## src/rtl/cfg_header_pkg.sv

```systemverilog
// Constants and carrier types for the configuration header block.
// Assumes one system clock and a simple config read/write access port.
package cfg_header_pkg;

	// Doubleword offsets (byte addresses)
	localparam logic [7:0] OFF_IDENT     = 8'h00;
	localparam logic [7:0] OFF_COMMAND   = 8'h04;
	localparam logic [7:0] OFF_CLASS     = 8'h08;
	localparam logic [7:0] OFF_MISCB     = 8'h0c;
	localparam logic [7:0] OFF_OP_BASE   = 8'h10;
	localparam logic [7:0] OFF_EXT_BASE  = 8'h14;
	localparam logic [7:0] OFF_CIS_BASE  = 8'h18;
	localparam logic [7:0] OFF_SUBSYS    = 8'h2c;
	localparam logic [7:0] OFF_CAP_PTR   = 8'h34;
	localparam logic [7:0] OFF_INTLAT    = 8'h3c;
	localparam logic [7:0] OFF_HOST_CTL  = 8'h40;
	localparam logic [7:0] OFF_PWR_CAP   = 8'h44;
	localparam logic [7:0] OFF_PWR_CSR   = 8'h48;
	localparam logic [7:0] OFF_MISC_DEV  = 8'hf0;
	localparam logic [7:0] OFF_LINK_FEAT = 8'hf4;
	localparam logic [7:0] OFF_SUB_ALIAS = 8'hf8;
	localparam logic [7:0] OFF_GPIN      = 8'hfc;

	// Command field positions
	localparam int CMD_IO_SPACE   = 0;
	localparam int CMD_MEM_SPACE  = 1;
	localparam int CMD_INITIATOR  = 2;
	localparam int CMD_SPECIAL    = 3;
	localparam int CMD_WR_INVAL   = 4;
	localparam int CMD_PALETTE    = 5;
	localparam int CMD_PARITY     = 6;
	localparam int CMD_STEPPING   = 7;
	localparam int CMD_SYS_ERR    = 8;
	localparam int CMD_BACK2BACK  = 9;

	// Writable command bits: 8, 6, 4, 2, 1
	localparam logic [15:0] CMD_WR_MASK  = 16'h0156;
	localparam logic [15:0] CMD_RESET    = 16'h0000;

	// Status word as read back next to the command word
	localparam logic [15:0] STATUS_FIXED = 16'h0210;

	// Identity codes: arbitrary neutral values
	localparam logic [15:0] MAKER_ID_DEF = 16'h1234;
	localparam logic [15:0] PART_ID_DEF  = 16'h5678;

	// Read-only header defaults
	localparam logic [31:0] CLASS_REV_DEF = 32'h0c001000;
	localparam logic [31:0] HDR_MISC_DEF  = 32'h00000000;
	localparam logic [31:0] SUBSYS_DEF    = 32'h00000000;
	localparam logic [31:0] CAP_PTR_DEF   = 32'h00000044;
	localparam logic [31:0] PWR_CAP_DEF   = 32'h00000001;
	localparam logic [31:0] INT_PIN_DEF   = 32'h00000100;

	// Base-address windows: low address bits fixed at zero
	localparam logic [31:0] OP_BASE_MASK  = 32'hfffff800;
	localparam logic [31:0] EXT_BASE_MASK = 32'hffffc000;
	localparam logic [31:0] CIS_BASE_MASK = 32'hfffff800;
	localparam logic [31:0] INTLINE_MASK  = 32'h000000ff;
	localparam logic [31:0] ALL_WR_MASK   = 32'hffffffff;
	localparam logic [31:0] ZERO_WORD     = 32'h00000000;

	// Number of plain read/write storage words
	localparam int NUM_RW = 10;

	// Config access request from the host bridge side
	typedef struct packed {
		logic        rd;
		logic        wr;
		logic [7:0]  addr;
		logic [3:0]  be;
		logic [31:0] wdata;
	} cfg_req_t;

	// Decoded command enables presented to the PCI core
	typedef struct packed {
		logic system_error_drive_enable;
		logic parity_report_enable;
		logic write_invalidate_enable;
		logic bus_initiator_enable;
		logic memory_space_response;
	} cmd_enables_t;

endpackage : cfg_header_pkg

```

## src/rtl/cfg_header.sv

```systemverilog
// Type-zero configuration header with command register and header map.
// Assumes config cycles are already decoded to a single-cycle access strobe.
//
// Function
// Single configuration function; PCI or CardBus mode chosen by a strap.
// Standard type-zero header; device-specific words after the predefined area.
// Read-only 16-bit maker code at offset 0; writes have no effect.
// Read-only 16-bit part code at offset 2; writes ignored.
// 16-bit command register at offset 4, all zeros after reset.
// Command bits 15..10 reserved, read zero, ignore writes.
// Bit 9 back-to-back enable reads zero; never generate such transactions.
// Bit 8 read/write; enables the system error driver.
// Bit 7 stepping control hardwired zero.
// Bit 6 read/write; parity error drive allowed only while set.
// Bit 5 palette snoop reads zero.
// Bit 4 read/write; selects write-and-invalidate over plain memory writes.
// Bit 3 special cycle enable reads zero; special cycles ignored.
// Bit 2 read/write; bus requests only while set.
// Bit 1 read/write; memory accesses claimed only while set.
// Bit 0 I/O enable reads zero; no I/O cycles claimed.
// Three base-address registers at successive doublewords.
// Device-specific misc configuration word in the user region.
// Reserved offsets read zero; writes complete with no effect.
`timescale 1ns/10ps

module cfg_header (
	input  wire logic                         clk_sys_i,      // System clock
	input  wire logic                         rst_n_i,        // Sync reset, active low
	input  wire logic                         clk_en_i,       // Freezes all state when low
	input  wire logic                         cardbus_strap_i, // Bus mode strap
	input  wire cfg_header_pkg::cfg_req_t     cfg_req_i,      // Config access
	input  wire logic                         mem_hit_i,      // Memory decode hit
	input  wire logic                         io_hit_i,       // I/O decode hit
	input  wire logic                         special_cyc_i,  // Special cycle seen
	input  wire logic                         addr_par_err_i, // Address parity error
	input  wire logic                         data_par_err_i, // Data parity error
	input  wire logic                         mst_req_i,      // Core wants the bus
	input  wire logic                         mst_write_i,    // Core write is burst-aligned
	output logic [31:0]                       cfg_rdata_o,    // Read data
	output logic                              cfg_ack_o,      // Access done pulse
	output logic                              cardbus_mode_o, // Latched bus mode
	output cfg_header_pkg::cmd_enables_t      cmd_en_o,       // Command enables
	output logic                              mem_claim_o,    // Claim memory access
	output logic                              io_claim_o,     // Claim I/O access
	output logic                              serr_assert_o,  // Drive system error
	output logic                              perr_assert_o,  // Drive parity error
	output logic                              bus_req_o,      // Bus request
	output logic                              mwi_cmd_o,      // Use write-and-invalidate
	output logic                              fast_b2b_o      // Fast back-to-back use
);

	////////////////////////////////////////////////////////////////////////////
	// Storage

	logic [15:0]                 cmd_q;
	logic [15:0]                 cmd_d;
	logic [31:0]                 rw_q [cfg_header_pkg::NUM_RW];
	logic [31:0]                 rw_d [cfg_header_pkg::NUM_RW];
	logic                        mode_q;
	logic                        mode_taken_q;

	// Addresses and write masks for the plain storage words
	logic [7:0]                  rw_addr [cfg_header_pkg::NUM_RW];
	logic [31:0]                 rw_mask [cfg_header_pkg::NUM_RW];

	assign rw_addr[0] = cfg_header_pkg::OFF_OP_BASE;
	assign rw_addr[1] = cfg_header_pkg::OFF_EXT_BASE;
	assign rw_addr[2] = cfg_header_pkg::OFF_CIS_BASE;
	assign rw_addr[3] = cfg_header_pkg::OFF_INTLAT;
	assign rw_addr[4] = cfg_header_pkg::OFF_HOST_CTL;
	assign rw_addr[5] = cfg_header_pkg::OFF_PWR_CSR;
	assign rw_addr[6] = cfg_header_pkg::OFF_MISC_DEV;
	assign rw_addr[7] = cfg_header_pkg::OFF_LINK_FEAT;
	assign rw_addr[8] = cfg_header_pkg::OFF_SUB_ALIAS;
	assign rw_addr[9] = cfg_header_pkg::OFF_GPIN;

	assign rw_mask[0] = cfg_header_pkg::OP_BASE_MASK;
	assign rw_mask[1] = cfg_header_pkg::EXT_BASE_MASK;
	assign rw_mask[2] = cfg_header_pkg::CIS_BASE_MASK;
	assign rw_mask[3] = cfg_header_pkg::INTLINE_MASK;
	assign rw_mask[4] = cfg_header_pkg::ALL_WR_MASK;
	assign rw_mask[5] = cfg_header_pkg::ALL_WR_MASK;
	assign rw_mask[6] = cfg_header_pkg::ALL_WR_MASK;
	assign rw_mask[7] = cfg_header_pkg::ALL_WR_MASK;
	assign rw_mask[8] = cfg_header_pkg::ALL_WR_MASK;
	assign rw_mask[9] = cfg_header_pkg::ALL_WR_MASK;

	////////////////////////////////////////////////////////////////////////////
	// Write path

	wire                         wr_cmd;
	wire [31:0]                  be_mask;
	wire [15:0]                  cmd_wmask;

	assign be_mask = {{8{cfg_req_i.be[3]}}, {8{cfg_req_i.be[2]}},
	                  {8{cfg_req_i.be[1]}}, {8{cfg_req_i.be[0]}}};
	assign wr_cmd  = cfg_req_i.wr && (cfg_req_i.addr == cfg_header_pkg::OFF_COMMAND);
	// Only bits 8, 6, 4, 2, 1 take writes; others stay zero
	assign cmd_wmask = cfg_header_pkg::CMD_WR_MASK & be_mask[15:0];
	assign cmd_d = wr_cmd ? ((cmd_q & ~cmd_wmask) | (cfg_req_i.wdata[15:0] & cmd_wmask))
	                      : cmd_q;

	genvar gi;
	generate
		for (gi = 0; gi < cfg_header_pkg::NUM_RW; gi++) begin : g_rw
			wire         hit;
			wire [31:0]  m;
			assign hit = cfg_req_i.wr && (cfg_req_i.addr == rw_addr[gi]);
			assign m   = rw_mask[gi] & be_mask;
			assign rw_d[gi] = hit ? ((rw_q[gi] & ~m) | (cfg_req_i.wdata & m)) : rw_q[gi];
			always_ff @(posedge clk_sys_i) begin
				if (!rst_n_i) begin
					rw_q[gi] <= cfg_header_pkg::ZERO_WORD;
				end else if (clk_en_i) begin
					rw_q[gi] <= rw_d[gi];
				end
			end
		end
	endgenerate

	always_ff @(posedge clk_sys_i) begin
		if (!rst_n_i) begin
			cmd_q <= cfg_header_pkg::CMD_RESET;
		end else if (clk_en_i) begin
			cmd_q <= cmd_d;
		end
	end

	////////////////////////////////////////////////////////////////////////////
	// Bus mode strap

	// Strap caught once on the first enabled edge after reset release
	wire                         mode_take;

	// Later strap changes are ignored so the buffer mode cannot flip mid-run
	assign mode_take = clk_en_i && !mode_taken_q;

	always_ff @(posedge clk_sys_i) begin
		if (!rst_n_i) begin
			mode_q <= 1'b0;
		end else if (mode_take) begin
			mode_q <= cardbus_strap_i;
		end
	end

	always_ff @(posedge clk_sys_i) begin
		if (!rst_n_i) begin
			mode_taken_q <= 1'b0;
		end else if (mode_take) begin
			mode_taken_q <= 1'b1;
		end
	end

	////////////////////////////////////////////////////////////////////////////
	// Read path

	logic [31:0]                 rd_mux;
	logic [31:0]                 rw_rd;
	wire  [31:0]                 cmd_stat_word;

	assign cmd_stat_word = {cfg_header_pkg::STATUS_FIXED, cmd_q};

	always_comb begin
		rw_rd = cfg_header_pkg::ZERO_WORD;
		for (int i = 0; i < cfg_header_pkg::NUM_RW; i++) begin
			if (cfg_req_i.addr == rw_addr[i]) begin
				rw_rd = rw_q[i];
			end
		end
	end

	always_comb begin
		case (cfg_req_i.addr)
			cfg_header_pkg::OFF_IDENT:
				rd_mux = {cfg_header_pkg::PART_ID_DEF, cfg_header_pkg::MAKER_ID_DEF};
			cfg_header_pkg::OFF_COMMAND:  rd_mux = cmd_stat_word;
			cfg_header_pkg::OFF_CLASS:    rd_mux = cfg_header_pkg::CLASS_REV_DEF;
			cfg_header_pkg::OFF_MISCB:    rd_mux = cfg_header_pkg::HDR_MISC_DEF;
			cfg_header_pkg::OFF_SUBSYS:   rd_mux = cfg_header_pkg::SUBSYS_DEF;
			cfg_header_pkg::OFF_CAP_PTR:  rd_mux = cfg_header_pkg::CAP_PTR_DEF;
			cfg_header_pkg::OFF_PWR_CAP:  rd_mux = cfg_header_pkg::PWR_CAP_DEF;
			cfg_header_pkg::OFF_INTLAT:   rd_mux = rw_rd | cfg_header_pkg::INT_PIN_DEF;
			default:                      rd_mux = rw_rd;
		endcase
	end

	wire  [31:0]                 rdata_d;
	wire                         ack_d;

	// Data is zero outside a read so a stray sample never shows stale words
	assign rdata_d = cfg_req_i.rd ? rd_mux : cfg_header_pkg::ZERO_WORD;
	assign ack_d   = cfg_req_i.rd || cfg_req_i.wr;

	always_ff @(posedge clk_sys_i) begin
		if (!rst_n_i) begin
			cfg_rdata_o <= cfg_header_pkg::ZERO_WORD;
		end else if (clk_en_i) begin
			cfg_rdata_o <= rdata_d;
		end
	end

	// Every access, mapped or not, completes in one cycle
	always_ff @(posedge clk_sys_i) begin
		if (!rst_n_i) begin
			cfg_ack_o <= 1'b0;
		end else if (clk_en_i) begin
			cfg_ack_o <= ack_d;
		end
	end

	////////////////////////////////////////////////////////////////////////////
	// Command effects on the bus interface

	wire                         mem_en;
	wire                         par_en;
	wire                         serr_en;
	wire                         init_en;
	wire                         mwi_en;

	assign mem_en  = cmd_q[cfg_header_pkg::CMD_MEM_SPACE];
	assign par_en  = cmd_q[cfg_header_pkg::CMD_PARITY];
	assign serr_en = cmd_q[cfg_header_pkg::CMD_SYS_ERR];
	assign init_en = cmd_q[cfg_header_pkg::CMD_INITIATOR];
	assign mwi_en  = cmd_q[cfg_header_pkg::CMD_WR_INVAL];

	cfg_header_pkg::cmd_enables_t cmd_en_d;
	wire                         mem_claim_d;
	wire                         io_claim_d;
	wire                         serr_assert_d;
	wire                         perr_assert_d;
	wire                         bus_req_d;
	wire                         mwi_cmd_d;
	wire                         fast_b2b_d;

	assign cmd_en_d      = {serr_en, par_en, mwi_en, init_en, mem_en};
	assign mem_claim_d   = mem_hit_i && mem_en;
	// No I/O window exists, so the hit is never claimed
	assign io_claim_d    = 1'b0 && io_hit_i;
	assign serr_assert_d = serr_en && addr_par_err_i;
	assign perr_assert_d = par_en && data_par_err_i;
	assign bus_req_d     = init_en && mst_req_i;
	// Invalidate form only for writes the core may start at all
	assign mwi_cmd_d     = init_en && mwi_en && mst_write_i;
	// Special cycles are ignored and never open a back-to-back chain
	assign fast_b2b_d    = 1'b0 && special_cyc_i;

	always_ff @(posedge clk_sys_i) begin
		if (!rst_n_i) begin
			cardbus_mode_o <= 1'b0;
		end else if (clk_en_i) begin
			cardbus_mode_o <= mode_q;
		end
	end

	always_ff @(posedge clk_sys_i) begin
		if (!rst_n_i) begin
			cmd_en_o <= '0;
		end else if (clk_en_i) begin
			cmd_en_o <= cmd_en_d;
		end
	end

	always_ff @(posedge clk_sys_i) begin
		if (!rst_n_i) begin
			mem_claim_o <= 1'b0;
		end else if (clk_en_i) begin
			mem_claim_o <= mem_claim_d;
		end
	end

	always_ff @(posedge clk_sys_i) begin
		if (!rst_n_i) begin
			io_claim_o <= 1'b0;
		end else if (clk_en_i) begin
			io_claim_o <= io_claim_d;
		end
	end

	always_ff @(posedge clk_sys_i) begin
		if (!rst_n_i) begin
			serr_assert_o <= 1'b0;
		end else if (clk_en_i) begin
			serr_assert_o <= serr_assert_d;
		end
	end

	always_ff @(posedge clk_sys_i) begin
		if (!rst_n_i) begin
			perr_assert_o <= 1'b0;
		end else if (clk_en_i) begin
			perr_assert_o <= perr_assert_d;
		end
	end

	always_ff @(posedge clk_sys_i) begin
		if (!rst_n_i) begin
			bus_req_o <= 1'b0;
		end else if (clk_en_i) begin
			bus_req_o <= bus_req_d;
		end
	end

	always_ff @(posedge clk_sys_i) begin
		if (!rst_n_i) begin
			mwi_cmd_o <= 1'b0;
		end else if (clk_en_i) begin
			mwi_cmd_o <= mwi_cmd_d;
		end
	end

	always_ff @(posedge clk_sys_i) begin
		if (!rst_n_i) begin
			fast_b2b_o <= 1'b0;
		end else if (clk_en_i) begin
			fast_b2b_o <= fast_b2b_d;
		end
	end

endmodule : cfg_header

```

## config.mk

```make
export PLATFORM = sky130hd
export DESIGN_NAME = cfg_header
export DESIGN_NICKNAME = d
export VERILOG_FILES = /design/src/rtl/cfg_header_pkg.sv /design/src/rtl/cfg_header.sv
export SDC_FILE = /design/constraint.sdc
export NUM_CORES = 1
export LEC_CHECK = 0
export BUFFER_PORTS_ARGS = -buffer_cell sky130_fd_sc_hd__buf_2
export CORE_MARGIN = 2
export CORE_UTILIZATION = 50
export CTS_CLUSTER_DIAMETER = 60
export DETAILED_ROUTE_END_ITERATION = 8
export HOLD_SLACK_MARGIN = 0.1
export PLACE_DENSITY = 0.78
export SYNTH_ARGS = -nofsm -noshare
export SYNTH_HDL_FRONTEND = slang
export SYNTH_SLANG_ARGS = --single-unit
```

## constraint.sdc

```tcl
create_clock -name clk_sys_i -period 5.33 [get_ports clk_sys_i]
set_clock_uncertainty 0.15 [all_clocks]
set_input_delay 0.2665 -clock clk_sys_i [delete_from_list [all_inputs] [get_ports clk_sys_i]]
set_output_delay 0.2665 -clock clk_sys_i [all_outputs]
set_load 0.02 [all_outputs]
```

# Yosys cells after proc, flatten, opt, wreduce, memory -nomap -nowiden
# Memory sizes are Yosys's and may differ from the RTL's.
# Index checks and enable logic that the tools add are counted.
# Widths: inputs -> output; s select.
[totals] regBits=62 latchBits=0 ramBits=320 mem_bits_ro=0 input_bits=57 out_inout_bits=46 wordCells=134 mem_count=1
[memory_table] memory="rw_q" depth=10 word_bits=32 rd=10 rd_ports_with_merged_regs=0 wr=10 line_no="cfg_header.sv:57" text="logic [31:0] rw_q [cfg_header_pkg::NUM_RW];"
[op_classes] addsub=0 multipliers=0 div_mod_pow=0 order_cmp=0 n_eq_ne=16 shift=0 n_mux=36 bitwise=42 reduce_logical=23
[op_table] op="$mux 32" count=31
[op_table] op="$and 32x32->32" count=13
[op_table] op="$or 32x32->32" count=10
[op_table] op="$pmux 32 s7" count=1
[op_table] op="$not 32->32" count=3
[op_table] op="$and 32x8->32" count=1
[op_table] op="$eq 8x8->1 const B" count=4
[op_table] op="$not 8->32" count=1
[op_table] op="$eq 8x5->1 const B" count=3
[op_table] op="$eq 8x6->1 const B" count=3
[op_table] op="$eq 8x7->1 const B" count=3
[op_table] op="$logic_and 1x1->1" count=18
[op_table] op="$and 16x16->16" count=1
[op_table] op="$and 16x9->16" count=1
[op_table] op="$eq 8x4->1 const B" count=2
[op_table] op="$not 9->16" count=1
[op_table] op="$or 16x16->16" count=1
[op_table] op="$or 1x1->1" count=10
[op_table] op="$eq 8x3->1 const B" count=1
[op_table] op="$logic_not 8->1" count=1
[op_table] op="$mux 1" count=4
[op_table] op="$reduce_and 2->1" count=1
[op_table] op="$reduce_or 2->1" count=1
[op_table] op="$logic_not 1->1" count=1
[op_table] op="$logic_or 1x1->1" count=1

# Logic depth before layout (Yosys ltp)
[depth] word_depth=13 ltp_mapped=9 depth_no_buf=5

# Worst setup path after synthesis
# OpenSTA, ideal clock, no wires.
[synth_path] path_type="input to register" start="in cfg_req_i[37] in the netlist's numbering" end="mem rw_q[4][0], enable pin" setup_time_ns=0.470 arrival_time_ns=3.719 required_time_ns=4.710 path_slack_ns=0.991 path_stages=6 n_path_buf=3 path_cell_list="buf_2 -> nor2_1 -> clkbuf_1 -> nand2_1 -> clkbuf_1 -> o31ai_1"
[synth_rtl] item="start: declaration" line_no="cfg_header.sv:31" text="input wire cfg_header_pkg::cfg_req_t cfg_req_i,"
[synth_rtl] item="end: declaration" line_no="cfg_header.sv:57"

# Worst setup path in the final report
[layout_path] start="in cfg_req_i[38] in the netlist's numbering" end="reg cfg_rdata_o[30]"
[layout_between] elab_chain_len=13 elab_cells_between_ends=30 classes_between="eq/ne (16); mux (12); reduce/logical (2)"
[layout_rtl] item="$eq 8x5->1" line_no="cfg_header.sv:166" text="if (cfg_req_i.addr == rw_addr[i]) begin"
[layout_rtl] item="$mux 32 (10 in a row)" line_no="cfg_header.sv:166"
[layout_rtl] item="$pmux 32 s7 *" line_no="cfg_header.sv:173" text="case (cfg_req_i.addr)"
[layout_rtl] item="$mux 32 *" line_no="cfg_header.sv:191" text="assign rdata_d = cfg_req_i.rd ? rd_mux : cfg_header_pkg::ZERO_WORD;"
[layout_rtl] item="end signal: assignment" line_no="cfg_header.sv:196" text="cfg_rdata_o <= cfg_header_pkg::ZERO_WORD;"
[layout_rtl] item="end signal: assignment" line_no="cfg_header.sv:198" text="cfg_rdata_o <= rdata_d;"
[layout_rtl] item="end: declaration" line_no="cfg_header.sv:39" text="output logic [31:0] cfg_rdata_o,"
# Every way passes the cells marked *; elsewhere a longest branch is shown, timed or not.
# A chain may end at the register's enable or synchronous reset.

==> flow_metrics.tcl <==
set metrics [dict create \
    start_util_pct 50.41 \
    drc_errors 0 \
    switching_share_pct 23.87 \
    grt.overflow.total 0 \
    slowest_stage "a2111oi_2" \
    p_sw_uw 1396 \
    finalCriticalPeriod_ps 2888 \
    root_buffer "clkbuf_16" \
    die_area_sq_mm 0.03309 \
    nets 1696 \
    cp_top_family "buffers and inverters" \
    synth_ff_type "edfxtp_1" \
    critPathLaunchType "input port" \
    tightest_slew_ps 1166 \
    synth.most_common_cell "a21oi_1" \
    cts_tree "yes" \
    fin_crit_sh_pct 54.19 \
    slew_headroom_pct 22.15 \
    total_power_uw 5847 \
    via_per_inst 6.409 \
    pwr_density_cell_mw_per_mm2 322.9 \
    finalWorstSetupSlack_ps 2442 \
    place.gp.congestion 0.8865 \
    maxSlewViolCount 0 \
    muxShareOfSynthArea_pct 1.613 \
    syn_avg_cell_area_sq_um 10.09 \
    min_path_type "input port to register" \
    synthAdderAreaFrac_pct 0 \
    hpwl_um 28320 \
    synth_top_cell_area_share_pct 49.34 \
    yosys.cell_types.count 66 \
    vias 13253 \
    fin_tns_setup_ps 0 \
    reg_top3 "rw_q (260), cfg_rdata_o (32), cmd_en_o (5)" \
    cts_buffer_depth 3 \
    rsz0062_at_grt "no" \
    grt_antenna_before_repair 1 \
    htreeDepth 2 \
    grtUsageTotal_pct 28.46 \
    synth_top_cell_by_area "edfxtp_1" \
    yosysSeqAreaShare_pct 55.79 \
    synth_compound_area_share_pct 19.92 \
    path_class "input port to register" \
    first_pass_iters 6 \
    drive_gt1_share_pct 13.03 \
    hp-start "cfg_req_i[44]" \
    cts-resized-gates 0 \
    crit_start "cfg_req_i[38]" \
    antenna_left 0 \
    irDropWorstVdd_uv 182.5 \
    crit_fanout 24 \
    p_comb_share_pct 9.0 \
    drtIter0Drc 1773 \
    p_int_uw 4451 \
    synthXorXnorAreaFrac_pct 0 \
    synth_edf_count 260 \
    clock_latency_ps 530 \
    hold_violations 0 \
    cts_setup_buffers 0 \
    routedWlPerCell_um 23.25 \
    crit_top_cell "buf_4" \
    netlist_area_sq_mm 0.01583 \
    synth-seq-cells 311 \
    numCtsBuffers 35 \
    synthCells 1569 \
    die_y_um 181.9 \
    timing.fmax_mhz 346.2 \
    cp.arrival_ps 3080 \
    io_pins 103 \
    die_w_um 181.9 \
    cp_slowest_stage_delay_ps 580 \
    clk_pin_slew_ps 60 \
    p_leak_uw 0.006371 \
    max-cap-violations 0 \
    crit_required_ps 5520 \
    setup-violations-final 0 \
    rows 65 \
    io_buffers 98 \
    coreArea_sq_mm 0.03139 \
    grt_start_max_net_pins 96 \
    post-place-cells 1985 \
    syn2layout_area_growth_pct 14.43 \
    ys_top_cells_by_area "edfxtp_1 (49%), a21oi_1 (11%), nand2b_1 (11%), dfxtp_1 (6.5%), nand2_1 (2.5%)" \
    clock_power_share_pct 42.7 \
    fillers 2594 \
    synth_common_cells "a21oi_1 (348), nand2b_1 (271), edfxtp_1 (260)" \
    synth_top_family_by_area "compound AO/OA/AOI/OAI gates" \
    clkSinkCount 311 \
    routed_wl_um 48070 \
    end_kind "register" \
    cp_num_buf_inv 4 \
    grt_pass1_wl_um 73150 \
    stdcell_count 2068 \
    top_register "rw_q" \
    cp_cell_sequence "buf_2 > buf_4 > inv_1 > a2111oi_2 > a311oi_2 > buf_4 > nand2_2 > o32ai_1" \
    largest_register_ffs 260 \
    yosysWarnings 0 \
    yosys.area_share.simple_pct 19.27 \
    p_seq_share_pct 48.3 \
    pre_cts_ws_ps 1989 \
    async_flop_share_pct 0 \
    grt_pass1_vias 12748 \
    outcome "complete, no violations" \
]
layout by cell type (no fill, tap or decap), types with 6 or more instances in the layout:
master	count
a21oi_1	348
nor2_1	93
clkbuf_1	8
a221oi_1	10
o32ai_1	12
a21o_1	9
nand2b_1	271
edfxtp_1	260
nor3_1	7
mux2i_1	21
o21a_1	9
nand4_1	7
a31oi_1	7
dfxtp_1	51
nand2_1	105
and2_1	10
o22ai_1	15
nor2b_1	8
buf_4	41
inv_1	6
o31ai_1	7
clkinv_1	6
clkbuf_16	37
dlygate4sd3_1	19
a2111oi_0	17
a22oi_1	14
nand3_1	23
buf_2	97
o21ai_0	40
power by group through the flow:
stage	sequential (uW)	combinational, uW	clock [uW]
floorplan	2860	323	0
global placement	2860	489	0
detailed placement	2870	499	0
CTS	2820	514	2510
global route	2830	561	2600
finish	2820	525	2500
layer usage:
metal	up-vias	share of wire (%)	global-route usage, %
li1	5907	-	-
met5	-	0	0
met2	906	46	45.32
met4	0	4.4	12.74
met1	6273	39	37.82
met3	167	11	5.796
worst register-to-register path, delay by kind of cell (launching register included):
| family | cells | cell delay (ps) |
|---|---|---|
| compound gates | 3 | 900 |
| simple gates | 1 | 90 |
| flops | 1 | 410 |
logic make-up after synthesis:
kind of cell / after synthesis
muxes: 25
other: 1
DFF: 311
and+or+nand+nor: 560
buffers and inverters: 132
AOI/OAI and AO/OA: 540
worst paths after layout:
kind                     endpoint  slack, ps  cells after the start
setup / recovery  cfg_rdata_o[30]       2440                      8
hold / removal           register        130                      4
setup reg to reg   cfg_rdata_o[6]       3690                      4
hold reg to reg     perr_assert_o        310                      2
stage by stage:
step                hold slack, ps  utilization, %  instance area [sq um]
floorplan                    260.4               -                  15830
global route                 129.5           57.68                  18110
finish                       126.5           57.68                  18110
detailed placement           291.3           53.32                  16740
CTS                          107.1           57.68                  18110
global placement             283.1           53.32                  16740
final cells by class:
type / count / area, sq um / share of cell area, %
Tap cell: 402 / 503.0 / 2.778
Timing Repair Buffer: 158 / 1003 / 5.541
Clock buffer: 46 / 969.7 / 5.355
Clock inverter: 17 / 209.0 / 1.154
Sequential cell: 311 / 8828 / 48.75
Multi-Input combinational cell: 1127 / 6570 / 36.28
Inverter: 6 / 22.52 / 0.1244
Antenna cell: 1 / 2.502 / 0.01382
what timing repair did:
action,in CTS,in global routing
hold buffers,19,0
setup endpoints to repair,0,0
endpoints found under the hold margin,32,0
Power figures use the tool's default switching activity.
